===== src/rtl/clk_status_pkg.sv =====
package clk_status_pkg;

    // ********************************************************************
    // Register offsets (byte addresses = 4 x index)
    // ********************************************************************
    localparam logic [7:0] IDX_MAIN_CLOCK_STATUS = 8'h03;
    localparam logic [7:0] IDX_FAST_OSC_CONTROL  = 8'h10;
    localparam logic [7:0] IDX_FAST_OSC_FREQ     = 8'h11;
    localparam logic [7:0] IDX_FAST_OSC_TEMP     = 8'h12;
    localparam logic [7:0] IDX_SLOW_OSC_CONTROL  = 8'h18;
    localparam logic [7:0] IDX_PROTECT_KEY       = 8'h20;

    // ********************************************************************
    // Field positions
    // ********************************************************************
    localparam int POS_EXT_STARTED   = 7;
    localparam int POS_SLOW_STABLE   = 5;
    localparam int POS_FAST_STABLE   = 4;
    localparam int POS_SWITCH_PEND   = 0;
    localparam int POS_KEEP_RUNNING  = 1;
    localparam int POS_CAL_LOCK      = 7;
    localparam int FREQ_TRIM_W       = 6;
    localparam int TEMP_TRIM_W       = 4;

    // ********************************************************************
    // Reset values, key and timing
    // ********************************************************************
    localparam logic [7:0] RST_CONTROL    = 8'h00;
    localparam logic [7:0] PROTECT_KEY    = 8'hD8;
    localparam int         UNLOCK_WINDOW  = 4;
    localparam int         GATE_OSC_CYC   = 4;
    localparam int         EXT_START_CYC  = 2;
    localparam logic [1:0] SRC_FAST       = 2'h0;
    localparam logic [1:0] SRC_SLOW       = 2'h1;
    localparam logic [1:0] SRC_EXT        = 2'h3;

    // Oscillator requests and status, grouped
    typedef struct packed {
        logic fastReq;
        logic slowReq;
        logic extReq;
    } osc_req_type;

    typedef struct packed {
        logic fastRunning;
        logic slowRunning;
        logic extEdge;
        logic fastTick;
        logic slowTick;
    } osc_in_type;

    typedef enum logic [2:0] {
        SW_IDLE = 3'b001,
        SW_WAIT = 3'b010,
        SW_DONE = 3'b100
    } switch_state_type;

endpackage


===== src/rtl/main_clock_status_and_osc_trim.sv =====
// Chosen here: the Avalon-MM register port.
`timescale 1ns/1ps
// Summary of operation
// Status bit 7 reads 0 until the external pin clock has started, then 1.
// Status bit 5 shows the slow oscillator stable, only while it is requested.
// Status bit 4 shows the fast oscillator stable, only while it is requested.
// A kept-running but unrequested oscillator reads its stable bit as 0.
// Status bit 0 is high while a source switch waits, cleared when the new source is stable.
// Keep-running bit 1 holds the oscillator powered in every mode.
// An oscillator's clock gate stays shut while nobody requests it.
// With keep-running set the gate opens four oscillator cycles after a request.
// Frequency trim bits 5:0 load the fuse-selected factory value on the first clock after reset release.
// Temperature trim bits 3:0 load the fuse-selected factory value on the first clock after reset release.
// While lock bit 7 is set, writes to both trim registers are ignored.
// The lock bit is loaded from the oscillator lock fuse bit after reset.
// Protected registers change only within four accesses after the key write.
// The status register is read-only and its unused bits read zero.
module main_clock_status_and_osc_trim
    import clk_status_pkg::*;
#(
    parameter logic [5:0] FREQ_TRIM_16M = 6'h20,
    parameter logic [5:0] FREQ_TRIM_20M = 6'h20,
    parameter logic [3:0] TEMP_TRIM_16M = 4'h8,
    parameter logic [3:0] TEMP_TRIM_20M = 4'h8,
    parameter int         GATE_CYCLES   = GATE_OSC_CYC
) (
    // Clock and reset
    input  wire logic        clk,
    input  wire logic        rst_n,
    // Avalon-MM slave
    input  wire logic [7:0]  address,
    input  wire logic        read,
    input  wire logic        write,
    input  wire logic [31:0] writedata,
    input  wire logic [3:0]  byteenable,
    output logic [31:0]      readdata,
    output logic             waitrequest,
    output logic [1:0]       response,
    // Fuses
    input  wire logic        frequencySelectFuse,
    input  wire logic        oscLockFuseBit,
    // Main clock source selection and requests
    input  wire logic [1:0]  mainSourceSel,
    input  wire osc_req_type periphReq,
    input  wire osc_in_type  oscIn,
    // Oscillator controls
    output logic             fastOscPowerOn,
    output logic             slowOscPowerOn,
    output logic             fastGateOpen,
    output logic             slowGateOpen,
    output logic [1:0]       activeSource,
    output logic [5:0]       fastOscFreqTrim,
    output logic [3:0]       fastOscTempSlopeTrim
);

    // ********************************************************************
    // Parameter check
    // ********************************************************************
    if (GATE_CYCLES < 1 || GATE_CYCLES > 15) begin : gen_bad_gate
        $error("GATE_CYCLES out of range");
    end

    function automatic logic srcStable(input logic [1:0] s, input logic f, input logic l, input logic e);
        srcStable = (s == SRC_FAST) ? f : (s == SRC_SLOW) ? l : (s == SRC_EXT) ? e : 1'b0;
    endfunction

    // ********************************************************************
    // Registers
    // ********************************************************************
    logic                   fastKeep_ff;
    logic                   slowKeep_ff;
    logic [5:0]             freqTrim_ff;
    logic [3:0]             tempTrim_ff;
    logic                   calLock_ff;
    logic                   fuseLoaded_ff;
    logic [2:0]             unlockCnt_ff;
    logic                   extStarted_ff;
    logic [1:0]             extEdges_ff;
    logic [3:0]             fastGateCnt_ff;
    logic [3:0]             slowGateCnt_ff;
    logic                   fastStable_ff;
    logic                   slowStable_ff;
    logic [1:0]             activeSrc_ff;
    switch_state_type       swState_ff;
    logic                   ackPending_ff;
    logic [31:0]            rdData_ff;
    logic [1:0]             resp_ff;

    logic fastReq;
    logic slowReq;
    logic extReq;
    logic access;
    logic done;
    logic wrEn;
    logic protOk;
    logic newStable;

    // Request from main clock selection, the active source or any peripheral
    assign fastReq  = periphReq.fastReq | (activeSrc_ff == SRC_FAST) | (mainSourceSel == SRC_FAST);
    assign slowReq  = periphReq.slowReq | (activeSrc_ff == SRC_SLOW) | (mainSourceSel == SRC_SLOW);
    assign extReq   = periphReq.extReq  | (activeSrc_ff == SRC_EXT)  | (mainSourceSel == SRC_EXT);
    // One wait cycle per access keeps read data on a flop
    assign access   = (read | write) & ~ackPending_ff;
    // Writes commit at the answer edge, where the master sees waitrequest low
    assign done     = (read | write) & ackPending_ff;
    assign wrEn     = write & done & byteenable[0];
    // key window check
    assign protOk   = (unlockCnt_ff != 3'h0);
    assign newStable = srcStable(mainSourceSel, fastStable_ff, slowStable_ff, extStarted_ff);

    // Bus handshake: waitrequest high until the answer cycle
    always_ff @(posedge clk or negedge rst_n) begin
        if (!rst_n) begin
            ackPending_ff <= 1'b0;
        end else begin
            ackPending_ff <= access;
        end
    end

    // Unlock window opened by the key, counted down per access
    always_ff @(posedge clk or negedge rst_n) begin
        if (!rst_n) begin
            unlockCnt_ff <= 3'h0;
        end else if (wrEn && address[7:2] == IDX_PROTECT_KEY[5:0] && writedata[7:0] == PROTECT_KEY) begin
            unlockCnt_ff <= 3'(UNLOCK_WINDOW);
        end else if (done && protOk) begin
            unlockCnt_ff <= unlockCnt_ff - 3'h1;
        end
    end

    // Keep-running controls, protected writes only
    always_ff @(posedge clk or negedge rst_n) begin
        if (!rst_n) begin
            fastKeep_ff <= RST_CONTROL[POS_KEEP_RUNNING];
            slowKeep_ff <= RST_CONTROL[POS_KEEP_RUNNING];
        end else if (wrEn && protOk) begin
            if (address[7:2] == IDX_FAST_OSC_CONTROL[5:0]) begin
                fastKeep_ff <= writedata[POS_KEEP_RUNNING];
            end else if (address[7:2] == IDX_SLOW_OSC_CONTROL[5:0]) begin
                slowKeep_ff <= writedata[POS_KEEP_RUNNING];
            end
        end
    end

    // Fuse values are caught on the first clock after reset release
    always_ff @(posedge clk or negedge rst_n) begin
        if (!rst_n) begin
            fuseLoaded_ff <= 1'b0;
            calLock_ff    <= 1'b0;
        end else if (!fuseLoaded_ff) begin
            fuseLoaded_ff <= 1'b1;
            // lock from fuse
            calLock_ff    <= oscLockFuseBit;
        end
    end

    // R10: R11: Trim fields, fuse-loaded then locked or protected
    always_ff @(posedge clk or negedge rst_n) begin
        if (!rst_n) begin
            freqTrim_ff <= 6'h00;
            tempTrim_ff <= 4'h0;
        end else if (!fuseLoaded_ff) begin
            freqTrim_ff <= frequencySelectFuse ? FREQ_TRIM_20M : FREQ_TRIM_16M;
            tempTrim_ff <= frequencySelectFuse ? TEMP_TRIM_20M : TEMP_TRIM_16M;
        end else if (wrEn && protOk && !calLock_ff) begin
            if (address[7:2] == IDX_FAST_OSC_FREQ[5:0]) begin
                freqTrim_ff <= writedata[FREQ_TRIM_W-1:0];
            end else if (address[7:2] == IDX_FAST_OSC_TEMP[5:0]) begin
                tempTrim_ff <= writedata[TEMP_TRIM_W-1:0];
            end
        end
    end

    // External clock counted as started after its start-up edges
    always_ff @(posedge clk or negedge rst_n) begin
        if (!rst_n) begin
            extEdges_ff   <= 2'h0;
            extStarted_ff <= 1'b0;
        end else if (!extReq) begin
            extEdges_ff   <= 2'h0;
            extStarted_ff <= 1'b0;
        end else if (oscIn.extEdge && !extStarted_ff) begin
            extEdges_ff   <= extEdges_ff + 2'h1;
            extStarted_ff <= (extEdges_ff == 2'(EXT_START_CYC - 1));
        end
    end

    // R8: Fast gate counts oscillator ticks after a request
    always_ff @(posedge clk or negedge rst_n) begin
        if (!rst_n) begin
            fastGateCnt_ff <= 4'h0;
            fastStable_ff  <= 1'b0;
        end else if (!fastReq) begin
            fastGateCnt_ff <= 4'h0;
            fastStable_ff  <= 1'b0;
        end else if (oscIn.fastRunning && oscIn.fastTick && !fastStable_ff) begin
            fastGateCnt_ff <= fastGateCnt_ff + 4'h1;
            fastStable_ff  <= (fastGateCnt_ff == 4'(GATE_CYCLES - 1));
        end
    end

    // R8: Slow gate, same scheme
    always_ff @(posedge clk or negedge rst_n) begin
        if (!rst_n) begin
            slowGateCnt_ff <= 4'h0;
            slowStable_ff  <= 1'b0;
        end else if (!slowReq) begin
            slowGateCnt_ff <= 4'h0;
            slowStable_ff  <= 1'b0;
        end else if (oscIn.slowRunning && oscIn.slowTick && !slowStable_ff) begin
            slowGateCnt_ff <= slowGateCnt_ff + 4'h1;
            slowStable_ff  <= (slowGateCnt_ff == 4'(GATE_CYCLES - 1));
        end
    end

    // Source switch waits until the new source is stable
    always_ff @(posedge clk or negedge rst_n) begin
        if (!rst_n) begin
            swState_ff   <= SW_IDLE;
            activeSrc_ff <= SRC_FAST;
        end else begin
            case (swState_ff)
                SW_IDLE: begin
                    if (mainSourceSel != activeSrc_ff) begin
                        swState_ff <= SW_WAIT;
                    end
                end
                SW_WAIT: begin
                    if (newStable) begin
                        activeSrc_ff <= mainSourceSel;
                        swState_ff   <= SW_DONE;
                    end
                end
                SW_DONE: begin
                    swState_ff <= SW_IDLE;
                end
                default: begin
                    swState_ff <= SW_IDLE;
                end
            endcase
        end
    end

    // Read data; unmapped addresses read zero with an OK response
    always_ff @(posedge clk or negedge rst_n) begin
        if (!rst_n) begin
            rdData_ff <= 32'h0000_0000;
            resp_ff   <= 2'h0;
        end else if (access) begin
            rdData_ff <= 32'h0000_0000;
            resp_ff   <= 2'h0;
            if (read) begin
                if (address[7:2] == IDX_MAIN_CLOCK_STATUS[5:0]) begin
                    // R1: R2: R3: R4: R5: status, unused bits zero
                    rdData_ff[POS_EXT_STARTED] <= extStarted_ff;
                    rdData_ff[POS_SLOW_STABLE] <= slowStable_ff & slowReq;
                    rdData_ff[POS_FAST_STABLE] <= fastStable_ff & fastReq;
                    rdData_ff[POS_SWITCH_PEND] <= (swState_ff == SW_WAIT);
                end else if (address[7:2] == IDX_FAST_OSC_CONTROL[5:0]) begin
                    rdData_ff[POS_KEEP_RUNNING] <= fastKeep_ff;
                end else if (address[7:2] == IDX_FAST_OSC_FREQ[5:0]) begin
                    rdData_ff[FREQ_TRIM_W-1:0] <= freqTrim_ff;
                end else if (address[7:2] == IDX_FAST_OSC_TEMP[5:0]) begin
                    rdData_ff[POS_CAL_LOCK]    <= calLock_ff;
                    rdData_ff[TEMP_TRIM_W-1:0] <= tempTrim_ff;
                end else if (address[7:2] == IDX_SLOW_OSC_CONTROL[5:0]) begin
                    rdData_ff[POS_KEEP_RUNNING] <= slowKeep_ff;
                end
            end
        end
    end

    // Output flops
    always_ff @(posedge clk or negedge rst_n) begin
        if (!rst_n) begin
            fastOscPowerOn <= 1'b0;
            slowOscPowerOn <= 1'b0;
            fastGateOpen   <= 1'b0;
            slowGateOpen   <= 1'b0;
        end else begin
            // power held on by keep-running
            fastOscPowerOn <= fastKeep_ff | fastReq;
            slowOscPowerOn <= slowKeep_ff | slowReq;
            // gate shut with no request
            fastGateOpen   <= fastReq & fastStable_ff;
            slowGateOpen   <= slowReq & slowStable_ff;
        end
    end

    always_ff @(posedge clk or negedge rst_n) begin
        if (!rst_n) begin
            waitrequest          <= 1'b1;
            activeSource         <= SRC_FAST;
            fastOscFreqTrim      <= 6'h00;
            fastOscTempSlopeTrim <= 4'h0;
        end else begin
            waitrequest          <= ~access;
            activeSource         <= activeSrc_ff;
            fastOscFreqTrim      <= freqTrim_ff;
            fastOscTempSlopeTrim <= tempTrim_ff;
        end
    end

    assign readdata = rdData_ff;
    assign response = resp_ff;

endmodule // main_clock_status_and_osc_trim


===== config.mk =====
export PLATFORM = sky130hd
export DESIGN_NAME = main_clock_status_and_osc_trim
export DESIGN_NICKNAME = d
export VERILOG_FILES = /design/src/rtl/clk_status_pkg.sv /design/src/rtl/main_clock_status_and_osc_trim.sv
export SDC_FILE = /design/constraint.sdc
export NUM_CORES = 1
export LEC_CHECK = 0
export ABC_AREA = 0
export BUFFER_PORTS_ARGS = -buffer_cell sky130_fd_sc_hd__buf_2
export CAP_MARGIN = 20
export CORE_ASPECT_RATIO = 0.75
export CORE_MARGIN = 8
export CORE_UTILIZATION = 47
export CTS_CLUSTER_SIZE = 24
export DETAILED_ROUTE_END_ITERATION = 16
export PLACE_DENSITY_LB_ADDON = 0.3
export SETUP_SLACK_MARGIN = 0.1
export SLEW_MARGIN = 40
export SYNTH_ARGS = -nofsm -noshare
export SYNTH_HDL_FRONTEND = slang
export SYNTH_SLANG_ARGS = --single-unit

===== constraint.sdc =====
create_clock -name clk -period 2.7 [get_ports clk]
set_input_delay 0 -clock clk [delete_from_list [all_inputs] [get_ports clk]]
set_output_delay 0 -clock clk [all_outputs]
set_load 0.005 [all_outputs]

== Word level (Yosys, flattened, before mapping) ==
Cells that the tools add are included.

* Add/subtract/negate cells: 4
* Multiply operators: 0
* Divide/modulo/power cells: 0
* Magnitude comparators: 0
* Equal/unequal tests: 26
* Shifts and indexed selects: 0
* Mux-type cells: 45
* Bitwise gates (word level): 18
* Reductions and logical operators: 24

{| class="wikitable"
|+ Operator list
! kind !! number
|-
| $mux 4 || 10
|-
| $eq 6x5->1 const B || 4
|-
| $mux 6 || 4
|-
| $mux 1 || 20
|-
| $mux 3 || 5
|-
| $ne 2x1->1 const B || 6
|-
| $logic_and 1x1->1 || 10
|-
| $mux 2 || 5
|-
| $or 1x1->1 || 9
|-
| $add 4x1->4 const B || 2
|-
| $eq 4x2->1 const B || 2
|-
| $eq 8x8->1 const B || 1
|-
| $reduce_and 2->1 || 4
|-
| $and 1x1->1 || 6
|-
| $eq 2x1->1 const B || 3
|-
| $eq 6x2->1 const B || 1
|-
| $eq 6x6->1 const B || 1
|-
| $ne 2x2->1 const B || 3
|-
| $pmux 3 s2 || 1
|-
| $reduce_and 3->1 || 2
|-
| $eq 2x2->1 const B || 2
|-
| $logic_not 1->1 || 4
|-
| $logic_not 2->1 || 2
|-
| $eq 3x1->1 const B || 1
|-
| other kinds (7) || 9
|}

* Bits in registers: 60
* Bits in latches: 0
* Memory bits (writable): 0
* Bits in read-only memories: 0
* Bits of input ports: 60
* Output and inout port bits: 51
* Word-level logic and storage cells: 142
* Memories: 0

== Depth between registers and ports, before layout ==
* Word-level depth: 8
* Mapped depth: 8
* Gate-level depth less buffers: 7

== Least setup slack after synthesis ==
Ideal clock, no wire load.

* Path kind: reg2reg
* Start: register unlockCnt_ff[0]
* End: register tempTrim_ff[3]
* Setup time: 0.123 ns
* Arrival time: 1.715 ns
* Data required time: 2.577 ns
* Path slack: 0.861 ns
* Stages on the path, launching flop included: 8
* Path buffers: 0
* Clock period less this slack: 1.839 ns
* Path through: dfrtp_1 inv_1 ha_1 ha_1 nand4b_1 nor4b_4 mux2i_1 nand2_1

* Longest elaborated chain between the ends: 5

{| class="wikitable"
|+ Ends and longest elaborated chain
! element !! RTL line !! text
|-
| start, declared || main_clock_status_and_osc_trim.sv:76 || <nowiki>logic [2:0] unlockCnt_ff;</nowiki>
|-
| start signal, assigned || main_clock_status_and_osc_trim.sv:125 || <nowiki>unlockCnt_ff <= 3'(UNLOCK_WINDOW);</nowiki>
|-
| start signal, assigned || main_clock_status_and_osc_trim.sv:127 || <nowiki>unlockCnt_ff <= unlockCnt_ff - 3'h1;</nowiki>
|-
| $reduce_bool 3->1 || main_clock_status_and_osc_trim.sv:108 || <nowiki>assign protOk = (unlockCnt_ff != 3'h0);</nowiki>
|-
| $logic_and 1x1->1 (2 in series) || main_clock_status_and_osc_trim.sv:165 || <nowiki>end else if (wrEn && protOk && !calLock_ff) begin</nowiki>
|-
| $ne 2x1->1 (no source line) || -- ||
|-
| $reduce_and 3->1 (no source line) || -- ||
|-
| end signal, assigned || main_clock_status_and_osc_trim.sv:164 || <nowiki>tempTrim_ff <= frequencySelectFuse ? TEMP_TRIM_20M : TEMP_TRIM_16M;</nowiki>
|-
| end signal, assigned || main_clock_status_and_osc_trim.sv:169 || <nowiki>tempTrim_ff <= writedata[TEMP_TRIM_W-1:0];</nowiki>
|-
| end, declared || main_clock_status_and_osc_trim.sv:73 || <nowiki>logic [3:0] tempTrim_ff;</nowiki>
|}

No other way between the ends.
A chain may end at the register's enable or synchronous reset.

== Worst setup path after layout ==
Ends and elaborated chain as after synthesis.

==> impl_metrics.tcl <==
set metrics [dict create \
    outcome "complete, no violations" \
    vias 2013 \
    slew_headroom_pct 60.08 \
    firstDrtPassIters 4 \
    layout_common_cells "58 x dfrtp_1, 53 x buf_2, 28 x conb_1" \
    wl_per_cell_um 14.79 \
    via_per_inst 4.934 \
    cts_buffer_depth 2 \
    ys_types 50 \
    cts_buffers 9 \
    ioPinCount 111 \
    multiInputGateArea_um2 1121 \
    drc 0 \
    die_area_um2 8764 \
    layout-drive-gt1-share_pct 26.36 \
    numPortBuffers 53 \
    synth-edff-count 0 \
    cp.arrival_ps 2340 \
    hpwlAfterDp_um 4441 \
    grt_start_max_net_pins 35 \
    yosys_warnings 0 \
    wirelength_um 6035 \
    crit_type "register to register" \
    peakVddDrop_v 0.0004420 \
    antenna_cells 0 \
    synth-seq-cells 60 \
    grt-ovfl-total 0 \
    avgSynthCellArea_um2 10.98 \
    drv_cap 0 \
    hold_violations 0 \
    cts_htree_levels 3 \
    hold_ws_ps 23.02 \
    cp-startpoint "unlockCnt_ff[0]" \
    grt_use_total_pct 14.34 \
    grt_pass1_wl_um 10070 \
    die_w_um 105.5 \
    cp_data_required_time_ps 2900 \
    grt_pass1_vias 2038 \
    clkTransAtPathRegs_ps 60 \
    syn_area_um2 2821 \
    cts_setup_buffers 0 \
    die_h_um 83.10 \
    seq_area_frac_synth_pct 53.30 \
    antenna_found_initial 0 \
    finalCritPeriodShare_pct 78.96 \
    power-per-cell-area_nw_per_um2 694.9 \
    clk_latency_ps 340 \
    area_delta_synth_final_pct 19.47 \
    nets 390 \
    critPathMaxFanout 7 \
    p_leak_nw 1.673 \
    final_common_cell "dfrtp_1" \
    core_um2 5796 \
    min_period_ps 2132 \
    worst_pin_slew_ps 598.8 \
    initial_core_util_pct 48.68 \
    num-fill-cells 513 \
    cts_tree "done" \
    cts_sinks 60 \
    r2r_start "unlockCnt_ff[0]" \
    end_kind "register" \
    root_buffer "clkbuf_8" \
    finalClockSkew_ps 2.556 \
    detail_route.iter0.violations 100 \
    hold_class "input port to register" \
    hold_start "mainSourceSel[0]" \
    ant_nets 0 \
    slew_violations 0 \
    tns_ps 0 \
    fmaxAchievable_mhz 469.0 \
    async_reset_ff_share_pct 100.0 \
    cp-start-kind "register" \
    post_cts_resized 0 \
    synth_ff_type "dfrtp_1" \
    gp_congestion 0.7719 \
    rsz0062_at_grt "false" \
    syn-instance-count 257 \
    seqCellArea_um2 1504 \
    setup_viol 0 \
    rows 24 \
    ctsHoldBuffers 13 \
]
-- cell families after synthesis --
logic type / share of synthesized area, %
fa+ha+maj: 2.217
simple gates: 18.00
xor+xnor: 3.104
flops: 53.30
buf+inv: 10.42
mux: 4.168
other cells: 0.2662
compound gates: 8.514
-- synthesized netlist by cell type (6+ instances only) --
| cell | count | share of area [%] |
|---|---|---|
| mux2_2 | 6 | 2.4 |
| nor2b_1 | 6 | 1.3 |
| o21ai_0 | 6 | 1.1 |
| inv_1 | 9 | 1.2 |
| nor2_1 | 22 | 2.9 |
| nand3_1 | 9 | 1.6 |
| nand2_1 | 18 | 2.4 |
| nand2b_1 | 7 | 1.6 |
| xor2_1 | 7 | 2.2 |
| buf_4 | 30 | 8.0 |
| dfrtp_1 | 58 | 51 |
-- metal layers --
metal | up-vias | track usage (%) | routed length (µm)
met2 | 47 | 20.37 | 2665
met1 | 989 | 18.30 | 2887
met3 | 10 | 6.636 | 410
met4 | 0 | 5.943 | 72
met5 | - | 0 | 0
li1 | 967 | - | -
-- per-stage QoR --
stage                     instances  utilization, %  total power, mW  setup slack [ps]  instance area, µm²
after global placement          379           52.40            1.490             613.6                3037
after global routing            408           58.16            2.471             425.5                3371
after floorplan                 283               -            1.406             861.4                2919
after detailed placement        379           52.40            1.512             577.1                3037
final                           408           58.16            2.342             568.0                3371
after CTS                       408           58.16            2.359             562.5                3371
-- sequential cells by signal, summed over array words and instances (netlist names), 2 cells and up --
register,cells
fastGateCnt_ff,4
fastOscFreqTrim,6
swState_ff,3
readdata,7
extEdges_ff,2
activeSrc_ff,2
unlockCnt_ff,3
activeSource,2
fastOscTempSlopeTrim,4
slowGateCnt_ff,4
freqTrim_ff,6
tempTrim_ff,4
-- path summary, 6_finish.rpt --
kind                                      endpoint  cells after the start  slack, ps
hold reg to reg            fastOscTempSlopeTrim[1]                      0        410
setup / recovery                    tempTrim_ff[3]                      7        570
setup reg to reg                    tempTrim_ff[3]                      7        570
max in group asynchronous              waitrequest                      3       1630
min in group asynchronous          unlockCnt_ff[1]                      2        190
hold / removal                     activeSrc_ff[0]                      2         20
-- worst max-delay path, stage by stage (launching register included) --
cell and delay, ps:
dfrtp_1 370, inv_1 50, ha_1 200, ha_1 190, nand4b_1 370, nor4b_4 510, mux2i_1 230, nand2_1 70
-- layout make-up --
cell class | instances | share of cell area [%]
Multi-Input combinational cell | 177 | 33.26
Inverter | 9 | 1.002
Clock inverter | 4 | 1.448
Clock buffer | 12 | 4.603
Sequential cell | 60 | 44.62
Tap cell | 78 | 2.895
Timing Repair Buffer | 68 | 12.18
-- power breakdown --
group / switching (mW) / leakage, nW / internal [mW] / total, mW
Sequential: 0.0876 / 0.772 / 1.02 / 1.11
Combinational: 0.213 / 0.795 / 0.203 / 0.416
Clock: 0.345 / 0.106 / 0.475 / 0.820
(Power assumes the default switching activity.)
